$ cat src/pms_defs.svh
// constants of the per-channel management register set
// assumes a 125 MHz ref_clk and an mdio pin pair sampled on that clock
//
// Summary of operation
// unsupported and reserved status and advert bits read zero, ignore writes
// status bit 14 always reads one, writes have no effect
// status bit 8 reads one, extended status lives at address 0x0F; no register is decoded there, it reads zero
// status bit 6 reads one; frames without preamble are accepted
// status bit 5 shows negotiation finished, reset value zero
// status bit 4, remote fault, always reads zero
// status bit 3 reads one, channel can negotiate, writes discarded
// in 1000Base-X, status bit 2 shows link after negotiation, latches low
// in 100Base-FX, link bit mirrors the link monitor output
// deep or shallow loopback force link bit to one; remote keeps meaning
// latched-low link holds zero after loss until read, then tracks again
// status bit 0 reads one, extended registers are implemented
// identifier built from maker id bits 3 to 24 over registers 2 and 3
// register 3 holds model in bits 9:4, revision in 3:0, read-only
// self-clearing reset bit returns to zero on the next mdc cycle
// advert bit 15 next page, read-write, resets to zero, advertised
// advert bits 13:12 remote fault code, read-write, reset 00, advertised
// advert bits 8:5 technology ability, read-write, reset 0001
// in sgmii mode a fixed ability value is advertised instead
// deep loopback is control bit 14 or the loopback pin, ored
`ifndef PMS_DEFS_SVH
`define PMS_DEFS_SVH

// ****************************************************************
// register offsets
// ****************************************************************
`define PMS_REG_CONTROL   5'h00
`define PMS_REG_STATUS    5'h01
`define PMS_REG_ID_HIGH   5'h02
`define PMS_REG_ID_LOW    5'h03
`define PMS_REG_ADVERT    5'h04

// ****************************************************************
// field positions and fixed values
// ****************************************************************
`define PMS_CTL_RESET_BIT 15
`define PMS_CTL_LOOP_BIT  14
`define PMS_STAT_FIXED    16'h4149
`define PMS_STAT_DONE_BIT 5
`define PMS_STAT_LINK_BIT 2
`define PMS_ADV_WMASK     16'hB1E0
`define PMS_ADV_RESET     16'h0020
`define PMS_ADV_SGMII     16'h4001

// ****************************************************************
// frame fields
// ****************************************************************
`define PMS_OP_READ       2'h2
`define PMS_OP_WRITE      2'h1
`define PMS_HDR_LAST      5'h0B
`define PMS_WR_LAST       5'h11
`define PMS_RD_LAST       5'h10

`endif

$ cat src/pms_pkg.sv
// types shared by the management register set
// assumes pms_defs.svh supplies the numbers
`default_nettype none
package pms_pkg;

    typedef enum logic [2:0] {
        PMS_IDLE,
        PMS_START,
        PMS_HDR,
        PMS_TA,
        PMS_RDATA,
        PMS_WDATA
    } pms_mdio_st_e;

    typedef struct packed {
        logic s1;
        logic s2;
    } pms_sync_s;

    typedef struct packed {
        logic lat;
    } pms_latch_s;

endpackage
`default_nettype wire

$ cat src/pms_sync_2ff.sv
// two-flop synchroniser for one pin
// assumes the pin is asynchronous to ref_clk
`timescale 1ns/10ps
`default_nettype none
module pms_sync_2ff (
    input  wire logic ref_clk,
    input  wire logic rst_n,
    input  wire logic pin_in,
    output logic      pin_sync
);
    pms_pkg::pms_sync_s st_r;
    pms_pkg::pms_sync_s st_nxt;

    always_comb begin
        st_nxt    = st_r;
        st_nxt.s1 = pin_in;
        st_nxt.s2 = st_r.s1;
    end

    always_ff @(posedge ref_clk) begin
        if (!rst_n) begin
            st_r <= '0;
        end else begin
            st_r <= st_nxt;
        end
    end

    assign pin_sync = st_r.s2;
endmodule
`default_nettype wire

$ cat src/pms_link_latch.sv
// latched-low link status bit
// assumes rd_clr pulses once when the status word is taken for a read
`timescale 1ns/10ps
`default_nettype none
module pms_link_latch (
    input  wire logic ref_clk,
    input  wire logic rst_n,
    input  wire logic link_raw,
    input  wire logic rd_clr,
    output logic      link_lat
);
    pms_pkg::pms_latch_s st_r;
    pms_pkg::pms_latch_s st_nxt;

    // a loss in the read cycle still wins: raw low gives zero either way
    always_comb begin
        st_nxt = st_r;
        if (rd_clr) begin
            st_nxt.lat = link_raw;
        end else begin
            st_nxt.lat = st_r.lat & link_raw;
        end
    end

    always_ff @(posedge ref_clk) begin
        if (!rst_n) begin
            st_r <= '0;
        end else begin
            st_r <= st_nxt;
        end
    end

    assign link_lat = st_r.lat;
endmodule
`default_nettype wire

$ cat src/pms_mgmt_regs.sv
// management register set of one channel behind an mdio slave
// assumes mdc, mdio and loopback_pin come from pins; other inputs are ref_clk logic
`timescale 1ns/10ps
`default_nettype none
`include "pms_defs.svh"
module pms_mgmt_regs #(
    parameter logic [4:0]  PHY_ADDR  = 5'h00,
    parameter logic [21:0] MAKER_ID  = 22'h012345, // value is arbitrary
    parameter logic [5:0]  MODEL_NUM = 6'h15,      // value is arbitrary
    parameter logic [3:0]  REV_NUM   = 4'h2        // value is arbitrary
) (
    input  wire logic        ref_clk,
    input  wire logic        rst_n,
    input  wire logic        mdc,
    input  wire logic        mdio_i,
    output logic             mdio_o,
    output logic             mdio_oe_n,
    input  wire logic        loopback_pin,
    input  wire logic        shallow_loopback,
    input  wire logic        remote_loopback,
    input  wire logic        rate_fx,
    input  wire logic        sgmii_mode,
    input  wire logic        negotiation_done,
    input  wire logic        neg_link_up,
    input  wire logic        fx_link_mon,
    output logic             soft_reset,
    output logic             deep_loopback,
    output logic [15:0]      advert_word
);

    // ****************************************************************
    // state
    // ****************************************************************
    typedef struct packed {
        pms_pkg::pms_mdio_st_e st;
        logic [4:0]            cnt;
        logic [15:0]           sh;
        logic                  wr_hit;
        logic [4:0]            reg_a;
        logic                  mdc_q;
        logic                  mdio_o;
        logic                  oe_n;
        logic [15:0]           adv;
        logic                  soft_rst;
        logic                  loop_ctl;
        logic                  deep_lb;
        logic [15:0]           adv_out;
    } pms_top_s;

    pms_top_s st_r;
    pms_top_s st_nxt;

    logic        mdc_s;
    logic        mdio_s;
    logic        loop_pin_s;
    logic        link_lat;
    logic        link_raw;
    logic        rd_clr;
    logic        mdc_rise;
    logic [15:0] stat_w;
    logic [15:0] id_high_w;
    logic [15:0] id_low_w;
    logic [11:0] hdr_w;
    logic [15:0] wdat_w;
    logic [15:0] rdat_w;

    // ****************************************************************
    // pin synchronisers
    // ****************************************************************
    pms_sync_2ff u_sync_mdc (
        .ref_clk  (ref_clk),
        .rst_n    (rst_n),
        .pin_in   (mdc),
        .pin_sync (mdc_s)
    );

    pms_sync_2ff u_sync_mdio (
        .ref_clk  (ref_clk),
        .rst_n    (rst_n),
        .pin_in   (mdio_i),
        .pin_sync (mdio_s)
    );

    pms_sync_2ff u_sync_loop (
        .ref_clk  (ref_clk),
        .rst_n    (rst_n),
        .pin_in   (loopback_pin),
        .pin_sync (loop_pin_s)
    );

    // ****************************************************************
    // link status source and latch
    // ****************************************************************
    // remote loopback deliberately absent: the bit keeps its normal meaning
    always_comb begin
        if (st_r.deep_lb || shallow_loopback) begin
            link_raw = 1'b1;
        end else if (rate_fx) begin
            link_raw = fx_link_mon;
        end else begin
            link_raw = negotiation_done & neg_link_up;
        end
    end

    pms_link_latch u_link (
        .ref_clk  (ref_clk),
        .rst_n    (rst_n),
        .link_raw (link_raw),
        .rd_clr   (rd_clr),
        .link_lat (link_lat)
    );

    // ****************************************************************
    // read-only words
    // ****************************************************************
    always_comb begin
        stat_w                     = `PMS_STAT_FIXED;
        stat_w[`PMS_STAT_DONE_BIT] = negotiation_done;
        stat_w[`PMS_STAT_LINK_BIT] = link_lat;
    end

    assign id_high_w = MAKER_ID[21:6];
    assign id_low_w  = {MAKER_ID[5:0], MODEL_NUM, REV_NUM};

    assign mdc_rise = mdc_s & ~st_r.mdc_q;
    assign hdr_w    = {st_r.sh[10:0], mdio_s};
    assign wdat_w   = {st_r.sh[14:0], mdio_s};
    assign rd_clr   = mdc_rise && (st_r.st == pms_pkg::PMS_HDR)
                      && (st_r.cnt == `PMS_HDR_LAST)
                      && (hdr_w[11:10] == `PMS_OP_READ)
                      && (hdr_w[9:5] == PHY_ADDR)
                      && (hdr_w[4:0] == `PMS_REG_STATUS);

    always_comb begin
        unique case (hdr_w[4:0])
            `PMS_REG_CONTROL: rdat_w = {st_r.soft_rst, st_r.loop_ctl, 14'h0000};
            `PMS_REG_STATUS:  rdat_w = stat_w;
            `PMS_REG_ID_HIGH: rdat_w = id_high_w;
            `PMS_REG_ID_LOW:  rdat_w = id_low_w;
            `PMS_REG_ADVERT:  rdat_w = st_r.adv;
            default:          rdat_w = 16'h0000;
        endcase
    end

    // ****************************************************************
    // mdio frame engine and writable bits
    // ****************************************************************
    always_comb begin
        st_nxt       = st_r;
        st_nxt.mdc_q = mdc_s;
        // self-clear first so a fresh write in the same mdc cycle sticks
        if (mdc_rise && st_r.soft_rst) begin
            st_nxt.soft_rst = 1'b0;
        end
        if (mdc_rise) begin
            unique case (st_r.st)
                pms_pkg::PMS_IDLE: begin
                    // no preamble needed: a zero on an idle line is a start
                    if (!mdio_s) begin
                        st_nxt.st = pms_pkg::PMS_START;
                    end
                end
                pms_pkg::PMS_START: begin
                    if (mdio_s) begin
                        st_nxt.st  = pms_pkg::PMS_HDR;
                        st_nxt.cnt = 5'h00;
                    end
                end
                pms_pkg::PMS_HDR: begin
                    st_nxt.sh  = {st_r.sh[14:0], mdio_s};
                    st_nxt.cnt = st_r.cnt + 5'h01;
                    if (st_r.cnt == `PMS_HDR_LAST) begin
                        st_nxt.cnt    = 5'h00;
                        st_nxt.reg_a  = hdr_w[4:0];
                        st_nxt.wr_hit = (hdr_w[11:10] == `PMS_OP_WRITE)
                                        && (hdr_w[9:5] == PHY_ADDR);
                        if ((hdr_w[11:10] == `PMS_OP_READ)
                            && (hdr_w[9:5] == PHY_ADDR)) begin
                            st_nxt.st = pms_pkg::PMS_TA;
                            st_nxt.sh = rdat_w;
                        end else begin
                            st_nxt.st = pms_pkg::PMS_WDATA;
                        end
                    end
                end
                pms_pkg::PMS_TA: begin
                    st_nxt.oe_n   = 1'b0;
                    st_nxt.mdio_o = 1'b0;
                    st_nxt.st     = pms_pkg::PMS_RDATA;
                end
                pms_pkg::PMS_RDATA: begin
                    st_nxt.cnt = st_r.cnt + 5'h01;
                    if (st_r.cnt == `PMS_RD_LAST) begin
                        st_nxt.oe_n   = 1'b1;
                        st_nxt.mdio_o = 1'b0;
                        st_nxt.st     = pms_pkg::PMS_IDLE;
                    end else begin
                        st_nxt.mdio_o = st_r.sh[15];
                        st_nxt.sh     = {st_r.sh[14:0], 1'b0};
                    end
                end
                pms_pkg::PMS_WDATA: begin
                    // frames for another address or op are walked over here
                    st_nxt.sh  = wdat_w;
                    st_nxt.cnt = st_r.cnt + 5'h01;
                    if (st_r.cnt == `PMS_WR_LAST) begin
                        st_nxt.st = pms_pkg::PMS_IDLE;
                        if (st_r.wr_hit) begin
                            if (st_r.reg_a == `PMS_REG_CONTROL) begin
                                st_nxt.soft_rst =
                                    wdat_w[`PMS_CTL_RESET_BIT];
                                st_nxt.loop_ctl =
                                    wdat_w[`PMS_CTL_LOOP_BIT];
                            end
                            if (st_r.reg_a == `PMS_REG_ADVERT) begin

                                st_nxt.adv = wdat_w & `PMS_ADV_WMASK;
                            end
                        end
                    end
                end
                default: begin
                    st_nxt.st = pms_pkg::PMS_IDLE;
                end
            endcase
        end
        st_nxt.deep_lb = st_r.loop_ctl | loop_pin_s;
        if (sgmii_mode) begin
            st_nxt.adv_out = `PMS_ADV_SGMII;
        end else begin
            st_nxt.adv_out = st_r.adv;
        end
    end

    always_ff @(posedge ref_clk) begin
        if (!rst_n) begin
            st_r          <= '0;
            st_r.st       <= pms_pkg::PMS_IDLE;
            st_r.oe_n     <= 1'b1;
            st_r.adv      <= `PMS_ADV_RESET;
            st_r.adv_out  <= `PMS_ADV_RESET;
        end else begin
            st_r <= st_nxt;
        end
    end

    assign mdio_o        = st_r.mdio_o;
    assign mdio_oe_n     = st_r.oe_n;
    assign soft_reset    = st_r.soft_rst;
    assign deep_loopback = st_r.deep_lb;
    assign advert_word   = st_r.adv_out;

    // commit point of an addressed write, shared by the next four checks
    logic wr_last;
    assign wr_last = mdc_rise && (st_r.st == pms_pkg::PMS_WDATA)
                     && (st_r.cnt == `PMS_WR_LAST) && st_r.wr_hit;
endmodule
`default_nettype wire

$ cat config.mk
export PLATFORM = sky130hd
export DESIGN_NAME = pms_mgmt_regs
export DESIGN_NICKNAME = d
export VERILOG_FILES = /design/src/pms_pkg.sv /design/src/pms_sync_2ff.sv /design/src/pms_link_latch.sv /design/src/pms_mgmt_regs.sv
export VERILOG_INCLUDE_DIRS = /design/src
export SDC_FILE = /design/constraint.sdc
export NUM_CORES = 1
export LEC_CHECK = 0
export BUFFER_PORTS_ARGS = -buffer_cell sky130_fd_sc_hd__clkbuf_2
export CAP_MARGIN = 40
export CORE_MARGIN = 2
export CORE_UTILIZATION = 40
export DETAILED_ROUTE_END_ITERATION = 12
export PLACE_DENSITY = 0.59
export SLEW_MARGIN = 20
export SYNTH_ARGS = -nofsm -noshare
export SYNTH_HDL_FRONTEND = slang
export SYNTH_SLANG_ARGS = --single-unit
$ cat constraint.sdc
create_clock -name ref_clk -period 2.3 [get_ports ref_clk]
set_input_delay 0.575 -clock ref_clk [delete_from_list [all_inputs] [get_ports ref_clk]]
set_output_delay 0.575 -clock ref_clk [all_outputs]
set_load 0.03 [all_outputs]
Word level (Yosys, flattened, before mapping)
Index checks and enable logic that the tools add are counted.

word-level totals
  bits in registers = 59
  input port bits = 12
  word-level logic and storage cells = 100

cells by class
  add/subtract/negate cells = 1
  equality and inequality tests = 21
  multiplexer cells = 25
  bitwise operators = 6
  reductions and logical operators = 26

operators by type and width
  cell                                            count
  case mux 16 bit (5 select lines)                1
  case mux 16 bit (3 select lines)                1
  two-way mux 16 bit                              2
  two-way mux 30 bit                              1
  case mux 3 bit (6 select lines)                 1
  zero test 5 bit                                 3
  two-way mux 15 bit                              1
  case mux 5 bit (3 select lines)                 1
  two-way mux 3 bit                               4
  AND reduction 3 bit                             4
  == test 5 x 2 -> 1 bit (second input constant)  2
  == test 5 x 3 -> 1 bit (second input constant)  2
  == test 5 bit (second input constant)           2
  two-way mux 2 bit                               5
  AND reduction 5 bit                             2
  logical AND 1 bit                               8
  two-way mux 8 bit                               1
  != test 2 bit (second input constant)           4
  == test 3 x 2 -> 1 bit (second input constant)  2
  == test 3 bit (second input constant)           2
  two-way mux 1 bit                               6
  AND reduction 6 bit                             1
  nonzero test 3 bit                              2
  adder 5 x 1 -> 5 bit (second input constant)    1
  15 further kinds                                20

Logic depth before layout (Yosys ltp)
Gate-level depths: netlist of run 1.

  depth in word-level cells = 9
  depth in mapped cells = 8
  gate-level depth less buffers = 7

Hierarchy
Synthesis of run 1 repeated with hierarchy kept, for this count alone.

unflattened totals
  cell total of the unflattened synthesis = 314
  area, all modules = 2812.7 um^2

by module, submodules not included
  module          instances  cells an instance  area each (um^2)  sequential area each (um^2)
  pms_mgmt_regs   1          300                2625.0            1021.0
  pms_sync_2ff    3          4                  52.6              40.0
  pms_link_latch  1          2                  30.0              20.0

Least setup slack after synthesis of run 1
No wires, ideal clock.

  path type = register to register
  start point = register st_r[60] in the netlist's numbering
  end point = register st_r, in the netlist hdr_w[3]
  arrival = 1.708 ns
  path slack = 0.525 ns
  stages on the path, launching flop included = 7
  buffers on the path = 0
  cell sequence = dfxtp_1 > ha_1 > and4bb_2 > nand3_2 > or4_4 > a2bb2oi_1 > a21oi_2

between the ends
  cells in the longest elaborated chain, start to end = 3
  elaborated cells between the ends (all ways) = 6
  classes of those cells = eq/ne: 3; mux: 2; reduce/logical: 1

RTL lines
  item                                                                             line                  RTL
  start: declaration                                                               pms_mgmt_regs.sv:50   pms_top_s st_r;
  start signal: assignment                                                         pms_mgmt_regs.sv:243  st_r <= st_nxt;
  == test 5 x 4 -> 1 bit (no source line) / == test 5 bit (equally long branches)  -
  two-way mux 30 bit / != test 2 bit (equally long branches)                       -
  case mux 16 bit (3 select lines) / AND reduction 3 bit (equally long branches)   -

Several ways; a longest one is shown, not always the timed one. The select of a mux whose other input is x is not followed.
A chain may end at the register's enable or synchronous reset.

Final worst setup path of run 1
  start point = register st_r[61] in the netlist's numbering
  end point = register st_r[59] in the netlist's numbering

Same word-level chain as after synthesis.

==> summary.txt, run 1 <==
Logic synthesis
  – Post-synth EDFFs: 0
  – Simple-Gate Fraction of Synth Area: 27.1%
  – Ys async rst share: 0%
  – Yosys reg bits: a little under 60
  – Post-synthesis mux area share: under 10%
  – Post-synthesis sequential area ratio: 42.1%
  – Synth Flop Type: dfxtp_1
  – Cell variety after synth: 58
  – Post-Synthesis Cell Area: 2760 um2
  – Synth warnings: 0
  – Adder-Cell Fraction of Synth Area: 1.36%
  – Largest family of logic cells by synthesized area: simple AND/OR/NAND/NOR gates
  – Post-Synthesis Cells: 314
  – Post-Synth XOR/XNOR Area: 1.59%
  – Post-synth top area share: 42.1%
  – Main area contributors after synthesis: dfxtp_1 (42%), buf_4 (4.4%), nand2_1 (4.2%), and2_1 (3.6%), mux2i_1 (3.3%)
  – Complex-gate fraction of the synthesized area: 17.0%
  – Syn_area_per_cell: approximately 8.8 um2
  – Cell taking the most area after synthesis: dfxtp_1

Detailed routing
  – Vias/cell: 5.27
  – Vias: 2,171
  – Detailed Route Iter0 Violations: between 100 and 150
  – DRC: 0
  – WL/cell: roughly 14 um
  – Routed Antenna Nets: 0
  – Routed WL: 5.92 mm
  – Drt first pass iters: 4

Critical path
  – Max incr delay on CP: just under 0.6 ns
  – WS Path Type: reg -> reg
  – CP Max Fanout: 6
  – R2R depth: 6
  – Slowest CP cell: nor4_1
  – Critical Path RT: approximately 2.6 ns
  – Data arrival, critical path: 2.33 ns
  – R2R Path Start: st_r[61]$_SDFFE_PN0P_
  – Reg-to-reg endpoint: st_r[59]$_SDFFE_PN0P_
  – CP Cell Sequence: ha_1, and4bb_2, nand3_2, nor4_1, a22oi_1, a21oi_1
  – Setup crit start kind: flop
  – Reg-to-reg slack, setup: 0.24 ns
  – Crit path capture type: flop

Placed design
  – Final HPWL from detailed placement: about 4.0 mm
  – Dpl cell area: 2850 um2
  – Routability cong.: 0.819
  – Port buffer count: 23

Clock network
  – Post-CTS Setup Inserts: 0
  – Clock latency at the later pin of the worst-skew pair: 0.34 ns
  – Number of CTS-inserted buffers: 9
  – Root Buffer: clkbuf_8
  – # hold bufs at CTS: 0
  – Clock sinks: 58
  – CTS max path bufs: 2
  – CTS tree: built
  – # H-tree levels: 3
  – CTS resizes: 0
  – Clock-pin slew on the worst setup and hold paths: 0.07 ns

Pwr
  – Leak: about 0.0012 uW
  – Maximum VDD drop: around 280 uV
  – PD cells: around 730 nW/um2

Cells and area
  – Layout cells sized above 1: 16.6%
  – # nets final: 343
  – Number of diodes: 0
  – Fin area: 3090 um2
  – Area Growth Syn to Fin: 12.2%
  – Fin util: 46.1%

Hold path
  – Hold Path Sink: u_sync_loop.pin_sync$_SDFF_PN0_
  – Worst hold path type: reg -> reg
  – Hold path cells: 1
  – Min-delay src: u_sync_loop.st_nxt[0]$_SDFF_PN0_

STA
  – RSZ-0062 raised after global routing: false
  – Peak Freq: roughly 480 MHz
  – Slew Limit Headroom: 59.7%
  – Clock skew: 0.00875 ns
  – Minimum clock period: 2.06 ns
  – Final setup fails: 0
  – Final critical-path share of the clock period: between 80% and 90%
  – Hold Vio Cnt, Final: 0
  – Setup TNS: 0 ns
  – Worst-margin pin slew: 0.598 ns
  – Slew Viols, Final: 0

Global routing
  – Total GRT Usage: 16.8%
  – Grt ovf: 0
  – Vias in the first global route: between 1,500 and 2,000
  – Initial antenna violation count: 0
  – Largest net degree at the start of global routing: 30
  – First-pass GRT wire length: 9.71 mm

Floorplan
  – Die Wd: 87.0 um
  – DIE HEIGHT: between 80 and 90 um
  – Initial Util: 41.0%
  – Core footprint: 6720 um2
  – Num ports: 32
  – # rows: 30
  – DIE AREA: about 7600 um2

Job
  – Max_cap viols: 0

Status
  – Outcome: completed
[critical path, delay by kind of cell (launching register included)]
family	cells	cell delay, ns
AND/OR/NAND/NOR	3	1.06
flip-flops	1	0.37
adder cells (fa/ha/maj)	1	0.22
AO/OA/AOI/OAI	2	0.34
[metal layers]
metal	global-route usage [%]	share of wire, %	routed length, um	vias to the layer above
met4	8.10	1.2	70	0
met5	0	0	0	-
met3	3.98	3.9	231	8
met2	24.1	44	2590	50
li1	-	-	-	1113
met1	23.6	51	3030	1000
[worst max path at each step]
stage	cells past startpoint	endpoint	start	slack, ns
after floorplan	6	hdr_w[3]$_SDFFE_PN0P_	st_r[60]$_SDFFE_PN0P_	0.53
after global placement	6	st_r[58]$_SDFFE_PN0P_	st_r[61]$_SDFFE_PN0P_	0.30
after detailed placement	7	st_r[27]$_SDFFE_PN0P_	st_r[61]$_SDFFE_PN0P_	0.28
after CTS	6	st_r[59]$_SDFFE_PN0P_	st_r[61]$_SDFFE_PN0P_	0.23
after global routing	6	st_r[59]$_SDFFE_PN0P_	st_r[60]$_SDFFE_PN0P_	0.09
final	6	st_r[59]$_SDFFE_PN0P_	st_r[61]$_SDFFE_PN0P_	0.24
[final cells by class]
cell class,instances,area (um2)
Fill cell,659,3620
Inverter,5,18.8
Sequential cell,58,1160
Multi-Input combinational cell,225,1410
Clock inverter,5,103
Timing Repair Buffer,29,160
Tap cell,80,100
Clock buffer,10,138
[per-stage QoR]
step	hold WS [ns]	power [uW]	instances	setup WS, ns
after global routing	0.436	2340	412	0.0862
final	0.433	2270	412	0.235
after CTS	0.422	2300	412	0.230
after floorplan	0.405	1120	320	0.525
after global placement	0.413	1140	397	0.296
after detailed placement	0.419	1140	397	0.281
[cells in the final DEF, fill, tap and decap left out, types with 7 or more instances in the layout]
cell type	synthesis	routed
conb_1	1	7
o21ai_1	12	12
a21oi_1	10	10
a21boi_1	8	8
mux2i_1	9	9
clkbuf_8	0	10
o21ai_0	14	14
nor2b_1	14	14
clkbuf_2	0	23
nand2_1	31	31
and2_1	16	16
nor2_1	18	18
nand3_1	14	14
dfxtp_1	58	58
[synth_stat cells, types with 2 or more instances]
master     instances
dfxtp_1           58
nand2_1           31
nor2_1            18
and2_1            16
buf_4             16
nand3_1           14
nor2b_1           14
o21ai_0           14
o21ai_1           12
clkbuf_1          11
a21oi_1           10
mux2i_1            9
a21boi_1           8
a31oi_1            6
buf_2              5
inv_1              5
a211oi_1           4
xor2_1             4
and3_1             3
ha_1               3
nand2b_1           3
nand4_1            3
nor3_1             3
nor3b_1            3
o21a_1             3
a21o_1             2
a22oi_1            2
nand4bb_1          2
nor4_1             2
o2111ai_1          2
[kinds of logic (layout without fill, tap and decap cells)]
kind of cell    count (synthesis)  after routing
xor+xnor                        5              5
compound gates                 74             74
buf+inv                        37             49
mux                             9              9
other cells                     1              7
flops                          58             58
simple gates                  127            127
fa+ha+maj                       3              3
[registers in the layout, indices dropped and copies added (netlist names), named ones only]
name,flops
hdr_w,11
mdio_oe_n,1
u_sync_loop.st_nxt,1
u_sync_mdc.st_nxt,1
st_r,28
mdio_o,1
deep_loopback,1
u_sync_mdio.st_nxt,1
u_link.link_lat,1
u_sync_mdio.pin_sync,1
u_sync_loop.pin_sync,1
u_sync_mdc.pin_sync,1
advert_word,8
[power breakdown]
group          switching [uW]  internal (uW)  leakage, uW
logic                    59.3           30.4     0.000627
registers                9.61           1010     0.000469
clock network             415            741     0.000118
Note: power is estimated with default switching activity, not from simulation.
==> run 2: changes to the inputs <==
--- a/config.mk
+++ b/config.mk
@@ -7,11 +7,12 @@
 export NUM_CORES = 1
 export LEC_CHECK = 0
 export BUFFER_PORTS_ARGS = -buffer_cell sky130_fd_sc_hd__clkbuf_2
-export CAP_MARGIN = 40
+export CAP_MARGIN = 15
 export CORE_MARGIN = 2
 export CORE_UTILIZATION = 40
 export DETAILED_ROUTE_END_ITERATION = 12
 export PLACE_DENSITY = 0.59
+export REMOVE_ABC_BUFFERS = 1
 export SLEW_MARGIN = 20
 export SYNTH_ARGS = -nofsm -noshare
 export SYNTH_HDL_FRONTEND = slang
==> run 2 against run 1 <==
Compared with the run above:
- die area unchanged
- count of clock-buffer cells in the layout increased by 1
- power decreased by 5.3%
- hold slack about the same
- sequential share of layout area increased by 0.26 points
- critical endpoint is now st_r[26]$_SDFFE_PN0P_
- utilization decreased by 0.32 points
- sequential power about the same
- non-clock buffer count unchanged
==> summary.txt, run 2 (synthesis gave the netlist of run 1 again) <==
Clock network
  – Root Buffer: clkbuf_8
  – # H-tree levels: 3 (unchanged)
  – Clock-pin slew on the worst setup and hold paths: 0.07 ns (about the same)
  – CTS tree: built
  – Clock latency at the later pin of the worst-skew pair: 0.34 ns (about the same)
  – Clock sinks: 58 (unchanged)
  – CTS max path bufs: 2 (unchanged)
  – CTS resizes: 0 (unchanged)
  – # hold bufs at CTS: 0 (unchanged)
  – Post-CTS Setup Inserts: 0 (unchanged)
  – Number of CTS-inserted buffers: 9 (unchanged)

Critical path
  – R2R depth: 7 (+1)
  – Crit. Startpoint: st_r[61]$_SDFFE_PN0P_
  – WS Path Type: reg -> reg
  – CP Max Fanout: 7 (+1)
  – Setup crit start kind: flop
  – Data arrival, critical path: 2.25 ns (-0.08 ns)
  – Reg-to-reg slack, setup: 0.29 ns (+0.05 ns)
  – Critical Path RT: 2.53 ns (-0.04 ns)
  – Reg-to-reg endpoint: st_r[26]$_SDFFE_PN0P_
  – R2R Path Start: st_r[61]$_SDFFE_PN0P_
  – Crit path capture type: flop

Detailed routing
  – Routed Antenna Nets: 0 (unchanged)
  – WL/cell: 13.6 um (-5.4%)
  – Drt first pass iters: 4 (unchanged)
  – Vias: 2,191 (+0.92%)
  – Routed WL: 5.62 mm (-5.2%)
  – DRC: 0 (unchanged)
  – Vias/cell: 5.31 (+0.68%)
  – Detailed Route Iter0 Violations: 88 (-18%)

STA
  – Slew Viols, Final: 0 (unchanged)
  – Worst-margin pin slew: 0.588 ns (-0.0103 ns)
  – RSZ-0062 raised after global routing: false
  – Final setup fails: 0 (unchanged)
  – Setup TNS: 0 ns (unchanged)
  – Slew Limit Headroom: 60.4% (+0.69 points)
  – Minimum clock period: 2.01 ns (-0.0526 ns)
  – Post-route setup slack: 0.288 ns (+0.0526 ns)
  – Hold Vio Cnt, Final: 0 (unchanged)
  – Clock skew: 0.00458 ns (-0.00417 ns)
  – Final critical-path share of the clock period: 87.5% (-2.3 points)
  – Peak Freq: 497 MHz (+2.6%)

Floorplan
  – Core footprint: 6720 um2 (unchanged)
  – Num ports: 32 (unchanged)
  – Initial Util: 41.0% (unchanged)
  – Die Wd: 87.0 um (unchanged)
  – DIE AREA: 7570 um2 (unchanged)
  – # rows: 30 (unchanged)
  – DIE HEIGHT: 87.0 um (unchanged)

Cells and area
  – Layout cells sized above 1: 16.5% (-0.050 points)
  – Largest Register: st_r
  – Area Growth Syn to Fin: 11.4%
  – Fill cells: 662 (+0.46%)
  – Sequential Area: 1160 um2 (unchanged)
  – Fin area: 3070 um2 (-0.69%)
  – # nets final: 343 (unchanged)
  – Commonest non-fill, non-tap cell in the layout: dfxtp_1
  – Number of diodes: 0 (unchanged)
  – Multi-input gate area: 1410 um2 (unchanged)
  – Largest register FFs: 28 (unchanged)
  – Commonest non-fill, non-tap cells in the layout: dfxtp_1 (58), nand2_1 (31), clkbuf_2 (23)

Placed design
  – Port buffer count: 23 (unchanged)
  – Final HPWL from detailed placement: 3.94 mm (-0.71%)
  – Routability cong.: 0.804 (-1.7%)
  – Pre-CTS setup slack: 0.267 ns (-0.0148 ns)
  – Dpl cell area: 2850 um2 (unchanged)

Job
  – Max_cap viols: 0 (unchanged)

Pwr
  – PD cells: 699 nW/um2 (-4.6%)
  – Leak: 0.00120 uW (-0.78%)
  – Maximum VDD drop: 294 uV (+6.7%)

Global routing
  – Initial antenna violation count: 0 (unchanged)
  – Total GRT Usage: 15.8% (-1.0 points)
  – Grt ovf: 0 (unchanged)
  – First-pass GRT wire length: 9.22 mm (-5.0%)
  – Largest net degree at the start of global routing: 27 (-10%)
  – Vias in the first global route: 1,907 (-2.6%)

Hold path
  – Worst hold path type: reg -> reg
  – Hold path cells: 1 (unchanged)
  – Hold Path Sink: u_sync_mdio.pin_sync$_SDFF_PN0_
  – Min-delay src: u_sync_mdio.st_nxt[0]$_SDFF_PN0_

Status
  – Outcome: completed
==> run 2: cell types whose count changed in the layout (fill, tap and decap cells not counted), sizes merged <==
cell and change:
clkinv +1, clkbuf +1, bufinv -1
==> run 2: worst max path at each step <==
stage,to,cells after the start
2_1_floorplan,hdr_w[3]$_SDFFE_PN0P_,5
3_3_place_gp,st_r[26]$_SDFFE_PN0P_,7
3_5_place_dp,st_r[26]$_SDFFE_PN0P_,7
4_1_cts,st_r[26]$_SDFFE_PN0P_,7
5_1_grt,st_r[26]$_SDFFE_PN0P_,7
6_report,st_r[26]$_SDFFE_PN0P_,7
==> run 2: layout make-up <==
type                            count  share of cell area, %
Tap cell                           80                   3.26
Inverter                            5                  0.611
Sequential cell                    58                   37.8
Clock buffer                       11                   4.60
Multi-Input combinational cell    225                   46.0
Clock inverter                      5                   2.52
Timing Repair Buffer               29                   5.21
==> run 2: worst max-delay path, stage by stage, from the launching register on <==
cell and delay (ns):
dfxtp_1 0.33, inv_1 0.08, ha_1 0.13, nor4bb_1 0.44, nor4b_4 0.38, nand4_4 0.25, mux2i_1 0.24, nor2b_1 0.07
==> run 2: through the flow <==
step           total power (uW)  std cells  hold slack [ns]  utilization, %
6_report                   2150        413            0.433            45.7
5_1_grt                    2230        413            0.447            45.7
4_1_cts                    2180        413            0.428            45.7
3_5_place_dp               1130        397            0.417            42.5
3_3_place_gp               1130        397            0.415            42.5
2_1_floorplan              1100        288            0.405               -
==> run 2: routing by layer <==
| metal | global-route usage, % | vias to the layer above | share of wire [%] |
|---|---|---|---|
| li1 | - | 1116 | - |
| met1 | 22.1 | 1022 | 52 |
| met2 | 22.2 | 43 | 42 |
| met3 | 3.60 | 10 | 3.7 |
| met4 | 8.95 | 0 | 2.4 |
| met5 | 0 | - | 0 |
==> run 2: report_power, final <==
| part | switching, uW | internal (uW) | leakage [uW] |
|---|---|---|---|
| Clock | 403 | 636 | 0.000109 |
| Combinational | 56.3 | 29.6 | 0.000626 |
| Sequential | 10.3 | 1010 | 0.000469 |
| Total | 470 | 1680 | 0.00120 |
==> run 3: changes to the inputs <==
==> constraint.sdc (replaced) <==
create_clock -name ref_clk -period 2 [get_ports ref_clk]
set_input_delay 0.5 -clock ref_clk [delete_from_list [all_inputs] [get_ports ref_clk]]
set_output_delay 0.5 -clock ref_clk [all_outputs]
set_load 0.03 [all_outputs]
==> run 3 against run 2 <==
Compared with the run above:
- via count grew 3.1%
- register-to-register slack lost 0.13 ns
- sequential share of layout area shrank 1.7 points
- utilization grew 2.2 points
- power grew 17%
- fmax grew 9.1%
- critical path depth shrank 2
- clock skew grew 0.0066 ns
- combinational power grew 26%
- global-route usage grew 1.2 points
- first-iteration DRC count shrank 11%
- largest power group unchanged
- highest routed layer unchanged
==> summary.txt, run 3 (synthesis gave the netlist of run 1 again) <==
STA
  – Peak Freq: 542 MHz (+9.1%)
  – Clock skew: 0.0112 ns (+0.00659 ns)
  – Hold Vio Cnt, Final: 0 (unchanged)
  – Setup TNS: 0 ns (unchanged)
  – RSZ-0062 raised after global routing: false
  – Worst-margin pin slew: 0.598 ns (+0.00973 ns)
  – Minimum clock period: 1.84 ns (-0.167 ns)
  – Slew Limit Headroom: 59.9% (-0.55 points)
  – Final setup fails: 0 (unchanged)
  – Slew Viols, Final: 0 (unchanged)
  – Final critical-path share of the clock period: 92.2% (+4.8 points)

Detailed routing
  – Vias/cell: 5.32 (+0.19%)
  – Vias: 2,259 (+3.1%)
  – Routed WL: 6.00 mm (+6.8%)
  – WL/cell: 14.1 um (+3.8%)
  – Routed Antenna Nets: 0 (unchanged)
  – Detailed Route Iter0 Violations: 78 (-11%)
  – Drt first pass iters: 4 (unchanged)
  – DRC: 0 (unchanged)

Cells and area
  – Largest register FFs: 28 (unchanged)
  – Sequential Area: 1160 um2 (+0.22%)
  – Largest Register: st_r
  – Fin area: 3220 um2 (+4.9%)
  – Area Growth Syn to Fin: 16.9%
  – Layout cells sized above 1: 22.3% (+5.8 points)
  – Finished Layout Cells: 425 (+2.9%)
  – Commonest non-fill, non-tap cells in the layout: dfxtp_1 (56), nand2_1 (31), clkbuf_2 (23)
  – Multi-input gate area: 1450 um2 (+2.7%)
  – Commonest non-fill, non-tap cell in the layout: dfxtp_1
  – Number of diodes: 0 (unchanged)
  – # nets final: 355 (+3.5%)
  – Fill cells: 661 (-0.15%)

Placed design
  – Routability cong.: 0.842 (+4.6%)
  – Placed Instances: 408 (+2.8%)
  – Port buffer count: 23 (unchanged)
  – Final HPWL from detailed placement: 4.17 mm (+5.8%)
  – Dpl cell area: 2950 um2 (+3.3%)

Clock network
  – CTS max path bufs: 2 (unchanged)
  – CTS tree: built
  – Clock sinks: 58 (unchanged)
  – # H-tree levels: 3 (unchanged)
  – # hold bufs at CTS: 0 (unchanged)
  – Number of CTS-inserted buffers: 9 (unchanged)
  – Clock-pin slew on the worst setup and hold paths: 0.07 ns (about the same)
  – Root Buffer: clkbuf_8
  – Clock latency at the later pin of the worst-skew pair: 0.35 ns (about the same)

Hold path
  – Hold path cells: 2 (+1)
  – Worst hold path type: in -> reg
  – Hold Path Sink: advert_word[5]$_SDFF_PN1_
  – Min-delay src: sgmii_mode

Floorplan
  – # rows: 30 (unchanged)
  – Initial Util: 41.0% (unchanged)
  – DIE HEIGHT: 87.0 um (unchanged)
  – Die Wd: 87.0 um (unchanged)
  – Core footprint: 6720 um2 (unchanged)
  – Num ports: 32 (unchanged)
  – DIE AREA: 7570 um2 (unchanged)

Critical path
  – Critical Path RT: 2.24 ns (-0.29 ns)
  – Slowest CP cell: or4b_4
  – CP Max Fanout: 2 (-5)
  – Max incr delay on CP: 0.55 ns (+0.11 ns)
  – R2R Path Start: st_r[42]$_SDFFE_PN0N_
  – Largest delay contributor family on the critical path: simple AND/OR/NAND/NOR gates
  – Setup crit start kind: flop
  – WS Path Type: reg -> reg
  – Crit. path cell count: 5 (-2)
  – CP Cell Sequence: or4b_4, nor4b_4, nor3b_4, mux2i_1, nor2b_1
  – CP bufs+invs: 0 (-1)
  – Reg-to-reg endpoint: st_r[17]$_SDFFE_PN0P_
  – Crit path capture type: flop
  – Reg-to-reg slack, setup: 0.16 ns (-0.13 ns)
  – Data arrival, critical path: 2.09 ns (-0.16 ns)
  – R2R depth: 5 (-2)

Global routing
  – Initial antenna violation count: 0 (unchanged)
  – Total GRT Usage: 17.0% (+1.2 points)
  – Vias in the first global route: 2,036 (+6.8%)
  – First-pass GRT wire length: 9.83 mm (+6.7%)
  – Grt ovf: 0 (unchanged)
  – Largest net degree at the start of global routing: 29 (+7.4%)

Pwr
  – Clock power frac: 49.2% (+0.9 points)
  – PD cells: 782 nW/um2 (+12%)
  – NetSw: 582 uW (+24%)
  – Maximum VDD drop: 284 uV (-3.3%)
  – Register share of total power: 46.5% (-1.2 points)
  – Switch share: 23.1% (+1.2 points)
  – Internal power: 1940 uW (+16%)
  – Logic pwr share: 4.3% (+0.3 points)
  – Leak: 0.00128 uW (+6.4%)
  – Total power: 2520 uW (+17%)

Job
  – Max_cap viols: 0 (unchanged)

Status
  – Outcome: completed
## run 3: routing by layer
layer / vias to the layer above / track usage, % / wire (um)
li1: 1139 / - / -
met1: 1056 / 23.3 / 2980
met2: 52 / 24.6 / 2580
met3: 12 / 4.55 / 293
met4: 0 / 7.95 / 146
met5: - / 0 / 0
## run 3: repair_timing
item | in CTS | in global routing
resized for setup | 0 | 10
setup endpoints to repair | 0 | 14
buffers inserted | 0 | 1
hold endpoints to repair | 0 | 0
## run 3: layout make-up
type | count | share of cell area [%]
multi-input cells | 225 | 45.0
clock inverters | 6 | 2.76
repair buffers | 41 | 8.15
flip-flops and latches | 58 | 36.1
inverters | 5 | 0.582
clock buffers | 10 | 4.27
well taps | 80 | 3.11
## run 3: worst max-delay path by stage
stage	slack (ns)	end	start
floorplan	0.18	hdr_w[3]$_SDFFE_PN0P_	st_r[67]$_SDFFE_PN0P_
global placement	0.07	st_r[58]$_SDFFE_PN0P_	st_r[61]$_SDFFE_PN0P_
detailed placement	0.04	st_r[17]$_SDFFE_PN0P_	st_r[61]$_SDFFE_PN0P_
global route	0.06	st_r[62]$_SDFFE_PN0P_	st_r[66]$_SDFFE_PN0P_
finish	0.16	st_r[17]$_SDFFE_PN0P_	st_r[42]$_SDFFE_PN0N_
CTS	0.003	st_r[17]$_SDFFE_PN0P_	st_r[61]$_SDFFE_PN0P_
## run 3: power by group through the flow
stage                     clock network (uW)  registers (uW)  logic, uW
after detailed placement                   0            1200        107
after CTS                               1260            1170        108
after global placement                     0            1200        106
after global routing                    1320            1170        119
after floorplan                            0            1210       52.7
final                                   1240            1170        108
## run 3: metrics by stage
stage / hold WS [ns] / util [%] / worst slack, ns
after CTS: 0.348 / 47.3 / 0.00261
final: 0.355 / 48.0 / 0.155
after global placement: 0.415 / 43.9 / 0.0744
after floorplan: 0.405 / - / 0.177
after global routing: 0.356 / 48.0 / 0.0554
after detailed placement: 0.413 / 43.9 / 0.0427
## run 3: worst reg2reg max path, delay by kind of cell (launching register included)
kind             cells  cell delay (ns)
and+or+nand+nor      4             1.21
DFF                  1             0.31
muxes                1             0.22
